$ cat config.mk
export PLATFORM = sky130hd
export DESIGN_NAME = timer_event_counter_buzzer
export DESIGN_NICKNAME = d
export VERILOG_FILES = /design/src/common/tec_pkg.sv /design/src/timer_event_counter_buzzer.sv
export SDC_FILE = /design/constraint.sdc
export NUM_CORES = 1
export LEC_CHECK = 0
export BUFFER_PORTS_ARGS = -buffer_cell sky130_fd_sc_hd__buf_2
export CAP_MARGIN = 0
export CELL_PAD_IN_SITES_DETAIL_PLACEMENT = 1
export CELL_PAD_IN_SITES_GLOBAL_PLACEMENT = 1
export CORE_MARGIN = 4
export CORE_UTILIZATION = 35
export CTS_CLUSTER_SIZE = 40
export DETAILED_ROUTE_END_ITERATION = 6
export PLACE_DENSITY_LB_ADDON = 0.1
export SLEW_MARGIN = 10
export SYNTH_ARGS = -nofsm -noshare
export SYNTH_HDL_FRONTEND = slang
export SYNTH_SLANG_ARGS = --single-unit
export TNS_END_PERCENT = 5
$ cat constraint.sdc
create_clock -name clock_i -period 2.5 [get_ports clock_i]
set_input_delay 0.5 -clock clock_i [delete_from_list [all_inputs] [get_ports clock_i]]
set_output_delay 0.5 -clock clock_i [all_outputs]
set_load 0.02 [all_outputs]
$ cat src/common/tec_pkg.sv
// constants for the timer / event counter and tone generator block
package tec_pkg;
	// ****************************************************************
	// register byte offsets
	// ****************************************************************
	localparam logic [7:0] OFS_COUNT_CTRL = 8'h00;
	localparam logic [7:0] OFS_VALUE_LO   = 8'h04;
	localparam logic [7:0] OFS_VALUE_HI   = 8'h08;
	localparam logic [7:0] OFS_TONE_RUN   = 8'h0C;
	localparam logic [7:0] OFS_EVENT_CFG  = 8'h10;
	localparam logic [7:0] OFS_IRQ_REQ    = 8'h14;
	localparam logic [7:0] OFS_IRQ_MASK   = 8'h18;
	localparam logic [7:0] OFS_TONE_PORT  = 8'h1C;
	// ****************************************************************
	// field positions
	// ****************************************************************
	localparam int CTRL_AUTO_BIT   = 3;
	localparam int RUN_EN_BIT      = 3;
	localparam int TONE_EN_BIT     = 2;
	localparam int EVT_MODE_BIT    = 0;
	localparam int EVT_BYPASS_BIT  = 1;
	localparam int EVT_RISING_BIT  = 2;
	localparam int EVT_DEBLONG_BIT = 3;
	localparam int IRQ_ZERO_BIT    = 2;
	localparam int PORT_DIR_BIT    = 0;
	localparam int PORT_DATA_BIT   = 1;
	// ****************************************************************
	// reset values and encodings
	// ****************************************************************
	localparam logic [3:0] NIBBLE_RST = 4'h0;
	localparam logic [2:0] SRC_OFF    = 3'h0;
	localparam logic [2:0] SRC_EVENT  = 3'h7;
	localparam logic [1:0] TONE_OFF   = 2'h0;
	localparam logic [1:0] TONE_ONE   = 2'h1;
	localparam logic [1:0] TONE_TWO   = 2'h2;
	localparam logic [1:0] TONE_THREE = 2'h3;
	// ****************************************************************
	// timing: prescaler stage k runs at 16384 / 2^k Hz, so ck[n] sits at bit 15-n
	// ****************************************************************
	localparam int CLK_HZ      = 25_000_000;
	localparam int BASE_HZ     = 32_768;
	localparam int BASE_DIV    = CLK_HZ / BASE_HZ;
	localparam int PRE_W       = 15;
	localparam int TAP_CK12    = 3;
	localparam int TAP_CK11    = 4;
	localparam int TAP_CK10    = 5;
	localparam int TAP_CK8     = 7;
	localparam int TAP_CK6     = 9;
	localparam int TAP_CK4     = 11;
	localparam int TAP_CK1     = 14;
	localparam int TONE3_HZ    = 667;
	localparam int TONE3_HALF  = BASE_HZ / (2 * TONE3_HZ);
endpackage

$ cat src/timer_event_counter_buzzer.sv
// timer / event counter with tone output, reached over apb
// Operation
// RULE1: eight-bit down counter clocked by a prescaler tap or event pin edges
// RULE2: reaching zero sets the zero flag; request goes out only when mask is one
// RULE3: source field 0 off, 1..6 taps ck12 ck10 ck8 ck6 ck4 ck1, 7 event pin
// RULE4: after reset the event pin counts on debounced rising edges
// RULE5: auto reload bit clears at reset; writing one enables reloading
// RULE6: run enable bit in tone register runs or halts counting, cleared at reset
// RULE7: writing the low load nibble loads both nibbles and starts counting
// RULE8: high nibble enters the counter only together with a low nibble write; auto reload loads load_hi as last written, even after the last low write
// RULE9: setting auto reload alone starts nothing; it arms at next low write
// RULE10: with auto reload, zero raises the event, reloads and keeps counting
// RULE11: writing zero to the load registers stops counting and clears auto reload
// RULE12: the low value register reads the low nibble of the current count; the high register returns hi_snap, the nibble captured at the last low read
// RULE13: software reads the low nibble before the high nibble
// RULE14: software loads all ones, selects the pin, then sets run enable
// RULE15: tone enable drives the pin with a 50 percent square wave
// RULE16: tone field 00 silent, 01 tap one, 10 tap two, 11 about 667 Hz
// RULE17: writing the tone register changes tone or silence at once
// RULE18: tone enable owns the pin over its direction bit; off gives plain port
// RULE19: control register holds auto reload in bit 3 and source in bits 2..0
// RULE20: mode 0 counts debounced rising edges; mode 1 uses bypass and polarity
// RULE21: reading the main request register clears the zero flag
// RULE22: zero flag sets whatever the mask; mask gates only the request
// RULE23: without auto reload the counter stops at zero until next low write
// RULE24: a low nibble read captures the high nibble for the next high read
//
// Our own choices: the address map and the APB slave port.
`timescale 1ns/1ns
module timer_event_counter_buzzer import tec_pkg::*; #(
	parameter int ADDR_W   = 8,
	parameter int BASE_CNT = BASE_DIV
) (
	input  wire logic              clock_i,
	input  wire logic              sys_rst_i,
	input  wire logic              psel_i,
	input  wire logic              penable_i,
	input  wire logic              pwrite_i,
	input  wire logic [ADDR_W-1:0] paddr_i,
	input  wire logic [31:0]       pwdata_i,
	output logic      [31:0]       prdata_o,
	output logic                   pready_o,
	output logic                   pslverr_o,
	input  wire logic              event_input_pin_i,
	input  wire logic              tone_output_pin_i,
	output logic                   tone_output_pin_o,
	output logic                   tone_output_pin_oe_n_o,
	output logic                   count_zero_irq_o
);
	// ****************************************************************
	// state
	// ****************************************************************
	typedef struct packed {
		logic [9:0]       div;
		logic [PRE_W-1:0] pre;
		logic [PRE_W-1:0] pre_prev;
		logic [4:0]       t3_cnt;
		logic             t3;
		logic [3:0]       ctrl;
		logic [3:0]       load_lo;
		logic [3:0]       load_hi;
		logic [7:0]       count;
		logic             active;
		logic             armed;
		logic [3:0]       hi_snap;
		logic [3:0]       tone_run;
		logic [3:0]       evcfg;
		logic             flag;
		logic             mask;
		logic [1:0]       port;
		logic             deb_smp;
		logic             deb;
		logic             ev_prev;
		logic [31:0]      prdata;
		logic             pready;
		logic             pslverr;
		logic             irq;
		logic             pin_o;
		logic             pin_oe_n;
	} state_s;

	state_s state_reg;
	state_s state_next;

	logic [7:0]  addr;
	logic        setup;
	logic        acc;
	logic        wr;
	logic        rd;
	logic        base_tick;
	logic        ev_level;
	logic        ev_edge;
	logic        deb_tick;
	logic        cnt_tick;
	logic        tone_lvl;
	logic [7:0]  load_val;
	logic [31:0] rdata;
	logic        mapped;

	function automatic logic rise(input logic [PRE_W-1:0] now, input logic [PRE_W-1:0] prev,
		input int k);
		return now[k] & ~prev[k];
	endfunction

	assign addr  = 8'(paddr_i);
	assign setup = psel_i & ~penable_i;
	assign acc   = psel_i & penable_i & state_reg.pready;
	assign wr    = acc & pwrite_i;
	assign rd    = acc & ~pwrite_i;

	// ****************************************************************
	// next state
	// ****************************************************************
	always_comb begin
		state_next = state_reg;
		load_val   = 8'h00;
		// ************************************************************
		// prescaler: base tick near 32768 Hz, stage counter gives taps
		// ************************************************************
		base_tick = (state_reg.div == 10'(BASE_CNT - 1));
		state_next.div = base_tick ? 10'h000 : state_reg.div + 10'h001;
		if (base_tick) begin
			state_next.pre = state_reg.pre + 15'h0001;
		end
		state_next.pre_prev = state_reg.pre;
		// third tone: its own half-period counter, since no tap lands near 667 Hz
		if (base_tick) begin
			if (state_reg.t3_cnt == 5'(TONE3_HALF - 1)) begin
				state_next.t3_cnt = 5'h00;
				state_next.t3     = ~state_reg.t3;
			end else begin
				state_next.t3_cnt = state_reg.t3_cnt + 5'h01;
			end
		end
		// ************************************************************
		// event pin: debounce needs the level equal on two tap edges
		// ************************************************************
		deb_tick = state_reg.evcfg[EVT_DEBLONG_BIT] ?
			rise(state_reg.pre, state_reg.pre_prev, TAP_CK8) :
			rise(state_reg.pre, state_reg.pre_prev, TAP_CK11);
		if (deb_tick) begin
			state_next.deb_smp = event_input_pin_i;
			if (state_reg.deb_smp == event_input_pin_i) begin
				state_next.deb = event_input_pin_i;
			end
		end
		if (!state_reg.evcfg[EVT_MODE_BIT]) begin
			ev_level = state_reg.deb; // RULE4
		end else if (state_reg.evcfg[EVT_BYPASS_BIT]) begin
			ev_level = event_input_pin_i; // RULE20
		end else begin
			ev_level = state_reg.deb; // RULE20
		end
		state_next.ev_prev = ev_level;
		if (!state_reg.evcfg[EVT_MODE_BIT] || state_reg.evcfg[EVT_RISING_BIT]) begin
			ev_edge = ev_level & ~state_reg.ev_prev; // RULE20
		end else begin
			ev_edge = ~ev_level & state_reg.ev_prev; // RULE20
		end
		// ************************************************************
		// counter clock source
		// ************************************************************
		case (state_reg.ctrl[2:0]) // RULE3
			3'h1:    cnt_tick = rise(state_reg.pre, state_reg.pre_prev, TAP_CK12);
			3'h2:    cnt_tick = rise(state_reg.pre, state_reg.pre_prev, TAP_CK10);
			3'h3:    cnt_tick = rise(state_reg.pre, state_reg.pre_prev, TAP_CK8);
			3'h4:    cnt_tick = rise(state_reg.pre, state_reg.pre_prev, TAP_CK6);
			3'h5:    cnt_tick = rise(state_reg.pre, state_reg.pre_prev, TAP_CK4);
			3'h6:    cnt_tick = rise(state_reg.pre, state_reg.pre_prev, TAP_CK1);
			SRC_EVENT: cnt_tick = ev_edge; // RULE1
			default: cnt_tick = 1'b0;
		endcase
		// ************************************************************
		// down counter
		// ************************************************************
		if (cnt_tick && state_reg.active && state_reg.tone_run[RUN_EN_BIT]) begin // RULE6
			state_next.count = state_reg.count - 8'h01; // RULE1
			if (state_reg.count == 8'h01) begin
				state_next.flag = 1'b1; // RULE2 RULE22
				if (state_reg.armed && state_reg.ctrl[CTRL_AUTO_BIT]) begin
					state_next.count = {state_reg.load_hi, state_reg.load_lo}; // RULE10
				end else begin
					state_next.active = 1'b0; // RULE23
				end
			end
		end
		// ************************************************************
		// apb slave: zero wait, answer prepared in the setup cycle
		// ************************************************************
		mapped = 1'b1;
		case (addr)
			OFS_COUNT_CTRL: rdata = {28'h0000000, state_reg.ctrl};
			OFS_VALUE_LO:   rdata = {28'h0000000, state_reg.count[3:0]}; // RULE12
			OFS_VALUE_HI:   rdata = {28'h0000000, state_reg.hi_snap}; // RULE24
			OFS_TONE_RUN:   rdata = {28'h0000000, state_reg.tone_run};
			OFS_EVENT_CFG:  rdata = {28'h0000000, state_reg.evcfg};
			OFS_IRQ_REQ:    rdata = {29'h00000000, state_reg.flag, 2'h0};
			OFS_IRQ_MASK:   rdata = {31'h00000000, state_reg.mask};
			OFS_TONE_PORT:  rdata = {30'h00000000, state_reg.port};
			default: begin
				rdata  = 32'h00000000;
				mapped = 1'b0;
			end
		endcase
		state_next.pready = setup;
		if (setup) begin
			state_next.prdata  = pwrite_i ? 32'h00000000 : rdata;
			state_next.pslverr = ~mapped;
		end else begin
			state_next.prdata  = 32'h00000000;
			state_next.pslverr = 1'b0;
		end
		if (rd && addr == OFS_VALUE_LO) begin
			state_next.hi_snap = state_reg.count[7:4]; // RULE24
		end
		if (rd && addr == OFS_IRQ_REQ) begin
			state_next.flag = 1'b0; // RULE21
			if (cnt_tick && state_reg.active && state_reg.tone_run[RUN_EN_BIT] &&
				state_reg.count == 8'h01) begin
				state_next.flag = 1'b1; // RULE22
			end
		end
		if (wr) begin
			case (addr)
				OFS_COUNT_CTRL: begin
					state_next.ctrl = pwdata_i[3:0]; // RULE19 RULE5
					if (!pwdata_i[CTRL_AUTO_BIT]) begin
						state_next.armed = 1'b0; // RULE9
					end
				end
				OFS_VALUE_HI: state_next.load_hi = pwdata_i[3:0]; // RULE8
				OFS_VALUE_LO: begin
					load_val = {state_reg.load_hi, pwdata_i[3:0]};
					state_next.load_lo = pwdata_i[3:0];
					if (load_val == 8'h00) begin
						state_next.count  = 8'h00; // RULE11
						state_next.active = 1'b0; // RULE11
						state_next.armed  = 1'b0;
						state_next.ctrl[CTRL_AUTO_BIT] = 1'b0; // RULE11
					end else begin
						state_next.count  = load_val; // RULE7 RULE8
						state_next.active = 1'b1; // RULE7
						state_next.armed  = state_reg.ctrl[CTRL_AUTO_BIT]; // RULE9
					end
				end
				OFS_TONE_RUN:  state_next.tone_run = pwdata_i[3:0]; // RULE6 RULE17
				OFS_EVENT_CFG: state_next.evcfg = pwdata_i[3:0];
				OFS_IRQ_MASK:  state_next.mask = pwdata_i[0];
				OFS_TONE_PORT: state_next.port = pwdata_i[1:0];
				default: ;
			endcase
		end
		state_next.irq = state_next.flag & state_next.mask; // RULE2 RULE22
		// ************************************************************
		// tone pin: output follows the register written this cycle
		// ************************************************************
		case (state_next.tone_run[1:0]) // RULE16
			TONE_ONE:   tone_lvl = state_next.pre[TAP_CK11]; // RULE15
			TONE_TWO:   tone_lvl = state_next.pre[TAP_CK12]; // RULE15
			TONE_THREE: tone_lvl = state_next.t3; // RULE15
			default:    tone_lvl = 1'b0;
		endcase
		if (state_next.tone_run[TONE_EN_BIT]) begin
			state_next.pin_o    = tone_lvl; // RULE17 RULE18
			state_next.pin_oe_n = 1'b0; // RULE18
		end else begin
			state_next.pin_o    = state_next.port[PORT_DATA_BIT]; // RULE18
			state_next.pin_oe_n = ~state_next.port[PORT_DIR_BIT]; // RULE18
		end
	end

	// ****************************************************************
	// registers
	// ****************************************************************
	always_ff @(posedge clock_i) begin
		if (sys_rst_i) begin
			state_reg          <= '0;
			state_reg.pin_oe_n <= 1'b1;
		end else begin
			state_reg <= state_next;
		end
	end

	assign prdata_o               = state_reg.prdata;
	assign pready_o               = state_reg.pready;
	assign pslverr_o              = state_reg.pslverr;
	assign tone_output_pin_o      = state_reg.pin_o;
	assign tone_output_pin_oe_n_o = state_reg.pin_oe_n;
	assign count_zero_irq_o       = state_reg.irq;
endmodule
==> results of run 1 <==
cells in the mapped netlist, types with 3 or more instances:
master	n
inv_1	9
dfxtp_1	88
and4_1	3
mux2i_1	21
clkbuf_1	13
a21oi_1	26
nor2_1	75
a211o_1	6
nand3_1	30
xnor2_1	9
or3_1	3
nand2_1	45
nor3_1	6
nand3b_1	3
a211oi_1	4
xor2_1	19
mux2_2	3
mux4_2	3
nand4_1	7
nor2b_1	11
buf_2	5
and3_1	8
buf_4	33
buf_1	3
nor4_1	3
ha_1	6
o21ai_0	6
a311oi_1	6
nand2b_1	9
nor3b_1	4
final cells by class:
cell class / count / share of cell area, %
Multi-Input combinational cell: 378 / 48.5
Sequential cell: 88 / 36.2
Clock buffer: 11 / 4.99
Clock inverter: 4 / 0.926
Tap cell: 168 / 4.32
Inverter: 9 / 0.695
Timing Repair Buffer: 37 / 4.37
worst paths after layout:
path | end | cells past startpoint
max reg2reg | state_reg[61] | 6
min | state_reg[42] | 2
max | state_reg[61] | 6
min reg2reg | state_reg[53] | 2
per-layer routing:
metal	up-vias	track usage (%)	part of all wire (%)
li1	1720	-	-
met1	1677	19.4	46
met2	48	27.4	49
met3	18	2.78	2.8
met4	0	6.66	2.4
met5	-	0	0
power by group through the flow:
| stage | sequential, mW | combinational (mW) | clock, mW |
|---|---|---|---|
| floorplan | 1.44 | 0.124 | 0 |
| global placement | 1.44 | 0.137 | 0 |
| detailed placement | 1.44 | 0.140 | 0 |
| CTS | 1.41 | 0.140 | 1.40 |
| global route | 1.41 | 0.152 | 1.45 |
| finish | 1.41 | 0.138 | 1.34 |
logic make-up after synthesis:
family                   Yosys count  synth area share, %
flip-flops                        88                 40.1
AND/OR/NAND/NOR                  223                 26.3
buffers and inverters             64                 8.47
AO/OA/AOI/OAI                     64                 9.98
multiplexers                      29                 7.73
XOR/XNOR                          28                 5.59
other                              1               0.0854
adder cells (fa/ha/maj)            6                 1.71
metrics by stage:
stage,hold WS (ns),std cells
2_1_floorplan,0.433,530
3_3_place_gp,0.440,680
3_5_place_dp,0.450,680
4_1_cts,0.394,695
5_1_grt,0.424,695
6_report,0.388,695
==> run_results.csv, run 1 <==
group,metric,value,unit
layout,fin_area,0.00486,sq mm
yosys,yosys.area.top_type,"dfxtp_1",
hold_path,hold_path_class,"primary input to flop",
layout,fillers,1479,
pwr,sw_frac_of_total,22.9,%
pwr,internal_power,2.23,mW
layout,layout_common_cells,"dfxtp_1, nor2_1, nand2_1",
pwr,power_frac_comb,4.8,%
pwr,seqPwrFrac,48.8,%
route,route.detailed.wl_per_inst,15.5,um
critical_path,worst_setup_path_start_kind,"flop",
sta,fmax,452,MHz
sta,fin_crit_sh,88.4,%
layout,drive_gt1_share,13.1,%
layout,syn_to_final_growth,10.8,%
route,ant_nets,0,
place,io_buffers,26,
clock_tree,holdBufCountCts,0,
critical_path,crit_type,"flop to flop",
clock_tree,cts_tree,"yes",
global_route,track_usage,15.9,%
global_route,grt_pass1_vias,3660,
floorplanning,ios,84,
pwr,power.leakage,1.93,nW
floorplanning,core-area,0.0122,sq mm
critical_path,crit_chain,"ha_1 > nor3b_1 > nand4_1 > buf_4 > a211o_1 > a311oi_1",
clock_tree,post-cts-setup-buffers,0,
clock_tree,insertion_delay,0.34,ns
yosys,async_flop_share,0,%
yosys,ys_types,61,
yosys,yosysTopAreaCellShare,40.1,%
pwr,powerDensity,595,mW/mm^2
layout,multi_input_area,0.00236,sq mm
clock_tree,cts_resized,0,
layout,nets,576,
pwr,pwr-share-clk,46.4,%
sta,final.setup.worst_slack,0.290,ns
place,dp_hpwl,7820,um
clock_tree,cts-root-buf,"clkbuf_16",
clock_tree,clock-sinks,88,
sta,finalHoldViolations,0,
layout,post-route-util,40.0,%
sta,finalClockSkew,0.00577,ns
place,gp_congestion,0.794,
route,firstDrtPassIters,4,
sta,fin_setup_tns,0,ns
pwr,power.switching,0.663,mW
outcome,outcome,"finished, final reports clean",
yosys,synth_area_leaders,"dfxtp_1, nor2_1, buf_4",
yosys,synth_area,0.00439,sq mm
clock_tree,clkTransAtPathRegs,0.06,ns
sta,drv_slew,0,
sta,min_period,2.21,ns
layout,diodes,0,
clock_tree,cts.path.max_buffers,2,
sta,slew_headroom,61.0,%
clock_tree,htree_num_levels,3,
route,drt_wl_total,10700,um
global_route,antenna_found_initial,0,
hold_path,worstHoldStart,"sys_rst_i",
yosys,syn_avg_cell_area,8.73,sq um
yosys,yosys_register_bits,88,
layout,largest_register_ffs,64,
yosys,yosysWarnings,0,
run,max-cap-violations,0,
critical_path,critPathMaxStageDelay,0.46,ns
critical_path,arrival,2.45,ns
floorplanning,die_w,120,um
sta,tightest_slew,0.585,ns
critical_path,cpLargestDelayFamily,"simple AND/OR/NAND/NOR gates",
sta,rsz0062_at_grt,"no",
yosys,synth_ff_type,"dfxtp_1",
clock_tree,cts_made_buffers,9,
critical_path,path_buf_inv,1,
pwr,finalPower,2.89,mW
floorplanning,initial_core_util,36.1,%
route,drc_errors,0,
yosys,seq_area_frac_synth,40.1,%
layout,final_common_cell,"dfxtp_1",
route,drt_iter0_markers,145,
global_route,grt_max_degree,54,
yosys,synth-edff-count,0,
sta,setup_viol,0,
critical_path,crit_required,2.74,ns
critical_path,startpoint,"state_reg[58]",
place,placed_cell_area,0.00458,sq mm
critical_path,worstReg2RegStart,"state_reg[58]",
global_route,overflow,0,
global_route,grt_pass1_wl,18300,um
pwr,vdd_drop_max,0.251,mV
layout,regArea,0.00176,sq mm
floorplanning,die_y,120,um
yosys,netlist_instances,503,
critical_path,rrSetupSlack,0.29,ns
floorplanning,row_count,40,
critical_path,crit_fanout,10,
critical_path,worstSetupEndpointType,"flop",
route,routed_via_density,4.98,
place,dp_worst_setup_slack,0.176,ns
critical_path,critPathSlowestCell,"dfxtp_1",
route,vias,3463,
floorplanning,die-area,0.0144,sq mm
Power figures use the tool's default switching activity.
==> run 2, diff against run 1 <==
--- a/config.mk
+++ b/config.mk
@@ -5,7 +5,7 @@
 export SDC_FILE = /design/constraint.sdc
 export NUM_CORES = 1
 export LEC_CHECK = 0
-export BUFFER_PORTS_ARGS = -buffer_cell sky130_fd_sc_hd__buf_2
+export BUFFER_PORTS_ARGS = -buffer_cell sky130_fd_sc_hd__buf_4
 export CAP_MARGIN = 0
 export CELL_PAD_IN_SITES_DETAIL_PLACEMENT = 1
 export CELL_PAD_IN_SITES_GLOBAL_PLACEMENT = 1
==> constraint.sdc (replaced) <==
create_clock -name clock_i -period 1.78 [get_ports clock_i]
set_input_delay 0.356 -clock clock_i [delete_from_list [all_inputs] [get_ports clock_i]]
set_output_delay 0.356 -clock clock_i [all_outputs]
set_load 0.02 [all_outputs]
==> run 2 against run 1 <==
Effect of this change:
- the flow now finishes with violations (negative setup slack)
- clock skew up 0.0036 ns
- utilization rose by 5.4 points
- critical path depth is the same
- clock-buffer cell count is 1 higher
- register-to-register slack worse by 0.42 ns
- critical path type unchanged
- critical endpoint is now state_reg[63]
- largest cell class unchanged
==> run_results.csv, run 2 (same netlist as run 1, synthesis figures left out) <==
group,metric,value,unit
global_route,grt_pass1_vias,3923,
hold_path,min_to,"state_reg[39]",
critical_path,r2r_end,"state_reg[63]",
pwr,power.switching,0.938,mW
route,drt_wl_total,11700,um
outcome,violations,"negative setup slack",
critical_path,r2r_cells,6,
route,routed_via_density,4.86,
layout,fin_area,0.00552,sq mm
place,numPlacedInstances,745,
layout,drive_gt1_share,25.7,%
pwr,seqPwrFrac,50.4,%
sta,min_period,1.91,ns
route,vias,3697,
clock_tree,insertion_delay,0.35,ns
floorplanning,row_count,40,
pwr,sw_frac_of_total,23.9,%
outcome,outcome,"complete, but fails checks",
sta,finalClockSkew,0.00939,ns
global_route,grt_max_degree,33,
critical_path,critPathSlowestCell,"or3b_1",
layout,final_common_cell,"buf_4",
critical_path,cpLargestDelayFamily,"simple AND/OR/NAND/NOR gates",
critical_path,worstSetupEndpointType,"flop",
layout,diodes,0,
pwr,power_frac_comb,5.9,%
layout,largest_register_ffs,64,
sta,finalHoldViolations,0,
critical_path,crit_fanout,7,
sta,fin_crit_sh,107,%
clock_tree,cts_tree,"yes",
place,gp_congestion,0.829,
route,ant_nets,0,
place,io_buffers,26,
critical_path,critPathMaxStageDelay,0.40,ns
floorplanning,core-area,0.0122,sq mm
floorplanning,ios,84,
clock_tree,clkTransAtPathRegs,0.07,ns
pwr,pwr-share-clk,43.6,%
place,dp_hpwl,8900,um
critical_path,crit_required,2.03,ns
global_route,track_usage,17.1,%
floorplanning,die_y,120,um
route,drt_iter0_markers,122,
global_route,antenna_found_initial,0,
sta,drv_slew,0,
clock_tree,htree_num_levels,3,
critical_path,crit_chain,"nor4bb_1 > nor2_1 > a21oi_2 > o21ai_4 > or3b_1 > a311oi_2",
global_route,grt_pass1_wl,19700,um
hold_path,min_path_cells,3,
clock_tree,post-cts-setup-buffers,0,
place,dp_worst_setup_slack,-0.408,ns
clock_tree,cts.path.max_buffers,2,
route,drc_errors,0,
hold_path,worstHoldStart,"event_input_pin_i",
layout,layout_common_cells,"buf_4, dfxtp_1, nor2_1",
place,placed_cell_area,0.00513,sq mm
hold_path,hold_path_class,"primary input to flop",
sta,fmax,525,MHz
layout,nets,641,
critical_path,arrival,2.16,ns
clock_tree,cts_made_buffers,9,
sta,rsz0062_at_grt,"yes",
critical_path,path_buf_inv,0,
floorplanning,initial_core_util,36.1,%
clock_tree,cts-root-buf,"clkbuf_16",
floorplanning,die_w,120,um
sta,fin_setup_tns,-0.938,ns
global_route,overflow,0,
floorplanning,die-area,0.0144,sq mm
layout,finalNonFillerCells,760,
critical_path,rrSetupSlack,-0.13,ns
clock_tree,holdBufCountCts,0,
critical_path,worstReg2RegStart,"state_reg[75]",
pwr,power.leakage,2.28,nW
clock_tree,clock-sinks,88,
layout,syn_to_final_growth,25.7,%
pwr,powerDensity,710,mW/mm^2
critical_path,worst_setup_path_start_kind,"flop",
sta,setup_viol,11,
critical_path,crit_type,"flop to flop",
route,route.detailed.wl_per_inst,15.5,um
pwr,vdd_drop_max,0.498,mV
pwr,internal_power,2.98,mW
route,firstDrtPassIters,4,
run,max-cap-violations,0,
sta,final.setup.worst_slack,-0.126,ns
[run 2: cell count changes in the layout (fill, tap and decap cells not counted), sizes merged]
cell	before	now
clkinv	3	1
bufinv	1	0
buf	37	102
clkinvlp	0	2
clkbuf	11	12
[run 2: what timing repair did]
item,CTS,global route
pin swaps,4,9
setup endpoints to repair,13,15
gates resized for setup,9,20
cloned,0,0
[run 2: worst max-delay path by stage]
stage,from,end,slack (ns),cells past startpoint
after floorplan,paddr_i[1],tone_output_pin_o,-0.25,6
after global placement,paddr_i[1],state_reg[56],-0.37,8
after detailed placement,paddr_i[1],state_reg[56],-0.41,8
after CTS,state_reg[37],state_reg[63],-0.19,8
after global routing,state_reg[75],state_reg[64],-0.23,8
final,state_reg[75],state_reg[63],-0.13,6
[run 2: routing by layer]
metal  GRT usage (%)  share of wire (%)
met5               0                  0
met4            6.80                2.5
met3            3.77                3.0
met2            30.0                 49
met1            20.3                 46
[run 2: power by group through the flow]
stage               registers [mW]  clock network (mW)  logic (mW)
finish                        1.98                1.71       0.232
global route                  1.98                1.85       0.250
CTS                           1.98                1.78       0.231
detailed placement            2.03                   0       0.230
global placement              2.02                   0       0.227
floorplan                     2.03                   0       0.174
[run 2: final cells by class]
type	instances	area, sq um
clock inverters	3	20.0
well taps	168	210
repair buffers	102	777
fillers	1431	6640
inverters	9	33.8
flip-flops and latches	88	1770
multi-input cells	378	2470
clock buffers	12	236
[run 2: per-stage QoR]
step                      util (%)  total power [mW]  hold slack, ns
final                         45.4              3.92           0.307
after CTS                     44.6              3.99           0.298
after global placement        42.2              2.25           0.445
after global routing          45.4              4.08           0.336
after detailed placement      42.2              2.25           0.457
after floorplan                  -              2.20           0.433
[run 2: worst min-delay path: cells and delay by family]
kind                   cells  cell delay [ns]
and+or+nand+nor            1             0.07
buffers and inverters      1             0.12
muxes                      1             0.07
==> run 3, diff against run 2 <==
==> constraint.sdc (replaced) <==
create_clock -name clock_i -period 1.95 [get_ports clock_i]
set_input_delay 0.39 -clock clock_i [delete_from_list [all_inputs] [get_ports clock_i]]
set_output_delay 0.39 -clock clock_i [all_outputs]
set_load 0.02 [all_outputs]
==> run 3 against run 2 <==
Effect of this change:
- the run now ends clean
- sequential power shrank 9%
- utilization is 1.9 points lower
- clock power shrank 7%
- via count decreased by 2.9%
- final cell count shrank 3.2%
- clock skew fell by 0.0013 ns
- global-route usage fell by 0.96 points
- cell area down 4.1%
- hold slack better by 0.028 ns
==> run_results.csv, run 3 (same netlist as run 1, synthesis figures left out) <==
group,metric,value,unit
outcome,outcome,"finished, final reports clean",
sta,fin_setup_tns,0,ns
sta,finalClockSkew,0.00805,ns
clock_tree,cts_made_buffers,9,
pwr,finalPower,3.59,mW
run,max-cap-violations,0,
sta,rsz0062_at_grt,"yes",
critical_path,critPathMaxStageDelay,0.44,ns
sta,finalHoldViolations,0,
clock_tree,clkTransAtPathRegs,0.06,ns
sta,final.setup.worst_slack,0.0330,ns
layout,drive_gt1_share,21.7,%
clock_tree,cts-root-buf,"clkbuf_16",
critical_path,worstSetupEndpointType,"flop",
critical_path,path_buf_inv,1,
place,io_buffers,26,
route,drt_wl_total,11100,um
critical_path,critPathSlowestCell,"o41a_1",
route,route.detailed.wl_per_inst,15.0,um
sta,setup_viol,0,
pwr,power.leakage,2.16,nW
floorplanning,core-area,0.0122,sq mm
clock_tree,htree_num_levels,3,
layout,nets,616,
sta,fmax,522,MHz
critical_path,worst_setup_path_start_kind,"flop",
global_route,track_usage,16.2,%
pwr,vdd_drop_max,0.370,mV
floorplanning,initial_core_util,36.1,%
clock_tree,cts_tree,"yes",
clock_tree,cts.path.max_buffers,2,
floorplanning,die_w,120,um
route,firstDrtPassIters,4,
layout,syn_to_final_growth,20.6,%
global_route,grt_pass1_vias,3824,
place,placed_cell_area,0.00493,sq mm
floorplanning,row_count,40,
critical_path,crit_type,"flop to flop",
critical_path,arrival,2.17,ns
layout,diodes,0,
layout,final_common_cell,"dfxtp_1",
route,routed_via_density,4.88,
critical_path,crit_required,2.20,ns
floorplanning,die-area,0.0144,sq mm
place,dp_hpwl,8290,um
global_route,grt_pass1_wl,18800,um
layout,largest_register_ffs,64,
route,drt_iter0_markers,113,
place,gp_congestion,0.807,
route,vias,3590,
route,ant_nets,0,
pwr,powerDensity,679,mW/mm^2
global_route,antenna_found_initial,0,
global_route,overflow,0,
hold_path,hold_path_class,"primary input to flop",
layout,fin_area,0.00529,sq mm
floorplanning,ios,84,
place,dp_worst_setup_slack,-0.219,ns
sta,min_period,1.92,ns
global_route,grt_max_degree,45,
sta,whs,0.335,ns
clock_tree,insertion_delay,0.35,ns
floorplanning,die_y,120,um
clock_tree,clock-sinks,88,
layout,fillers,1440,
critical_path,cpLargestDelayFamily,"compound AO/OA/AOI/OAI gates",
route,drc_errors,0,
critical_path,crit_chain,"nand2b_1 > nor3_1 > o41a_1 > o21ai_4 > buf_4 > o31ai_1 > a311oi_2",
sta,drv_slew,0,
critical_path,crit_fanout,6,
sta,fin_crit_sh,98.3,%
layout,layout_common_cells,"dfxtp_1, nor2_1, buf_4",
## run 3: changes by cell type in the layout (fill, tap and decap cells not counted), sizes merged
cell	delta
clkinvlp	-1
buf	-25
clkinv	+1
clkbuf	+1
## run 3: worst paths after layout
path,start,endpoint,slack (ns),depth (start not counted)
max,state_reg[46],state_reg[63],0.03,7
min,sys_rst_i,pready_o,0.34,3
max reg2reg,state_reg[46],state_reg[63],0.03,7
min reg2reg,state_reg[54],state_reg[54],0.46,2
## run 3: stage by stage
step | utilization (%) | instances
after global routing | 43.5 | 736
after CTS | 42.9 | 735
after detailed placement | 40.5 | 718
after floorplan | - | 530
final | 43.5 | 736
after global placement | 40.5 | 718
## run 3: layout make-up
type	instances	area [sq um]	area share, %
Multi-Input combinational cell	378	2420	45.8
Inverter	9	33.8	0.638
Tap cell	168	210	3.97
Sequential cell	88	1770	33.5
Clock inverter	3	17.5	0.331
Timing Repair Buffer	77	586	11.1
Clock buffer	13	250	4.73
## run 3: metal layers
layer  share of wire [%]  track usage (%)  wire length (um)
met4                 3.1             7.59               340
met2                  49             27.2              5390
met5                   0                0                 0
met3                 3.3             2.92               363
met1                  45             20.1              4960
## run 3: worst reg2reg max path, delay by kind of cell (launching register included)
family,cells,cell delay [ns]
AO/OA/AOI/OAI,4,1.08
buffers and inverters,1,0.19
flip-flops,1,0.36
AND/OR/NAND/NOR,2,0.20
## run 3: repair_timing
item / 4_1_cts / 5_1_grt
setup endpoints to repair: 2 / 10
resized for setup: 3 / 16
hold buffers: 0 / 0
cloned: 0 / 0
buffers inserted: 1 / 1
pin swaps: 2 / 4
## run 3: power breakdown
part / switching (mW) / leakage (nW) / internal, mW
logic: 0.137 / 1.32 / 0.0574
registers: 0.00483 / 0.712 / 1.80
clock network: 0.693 / 0.130 / 0.895
total: 0.835 / 2.16 / 2.76
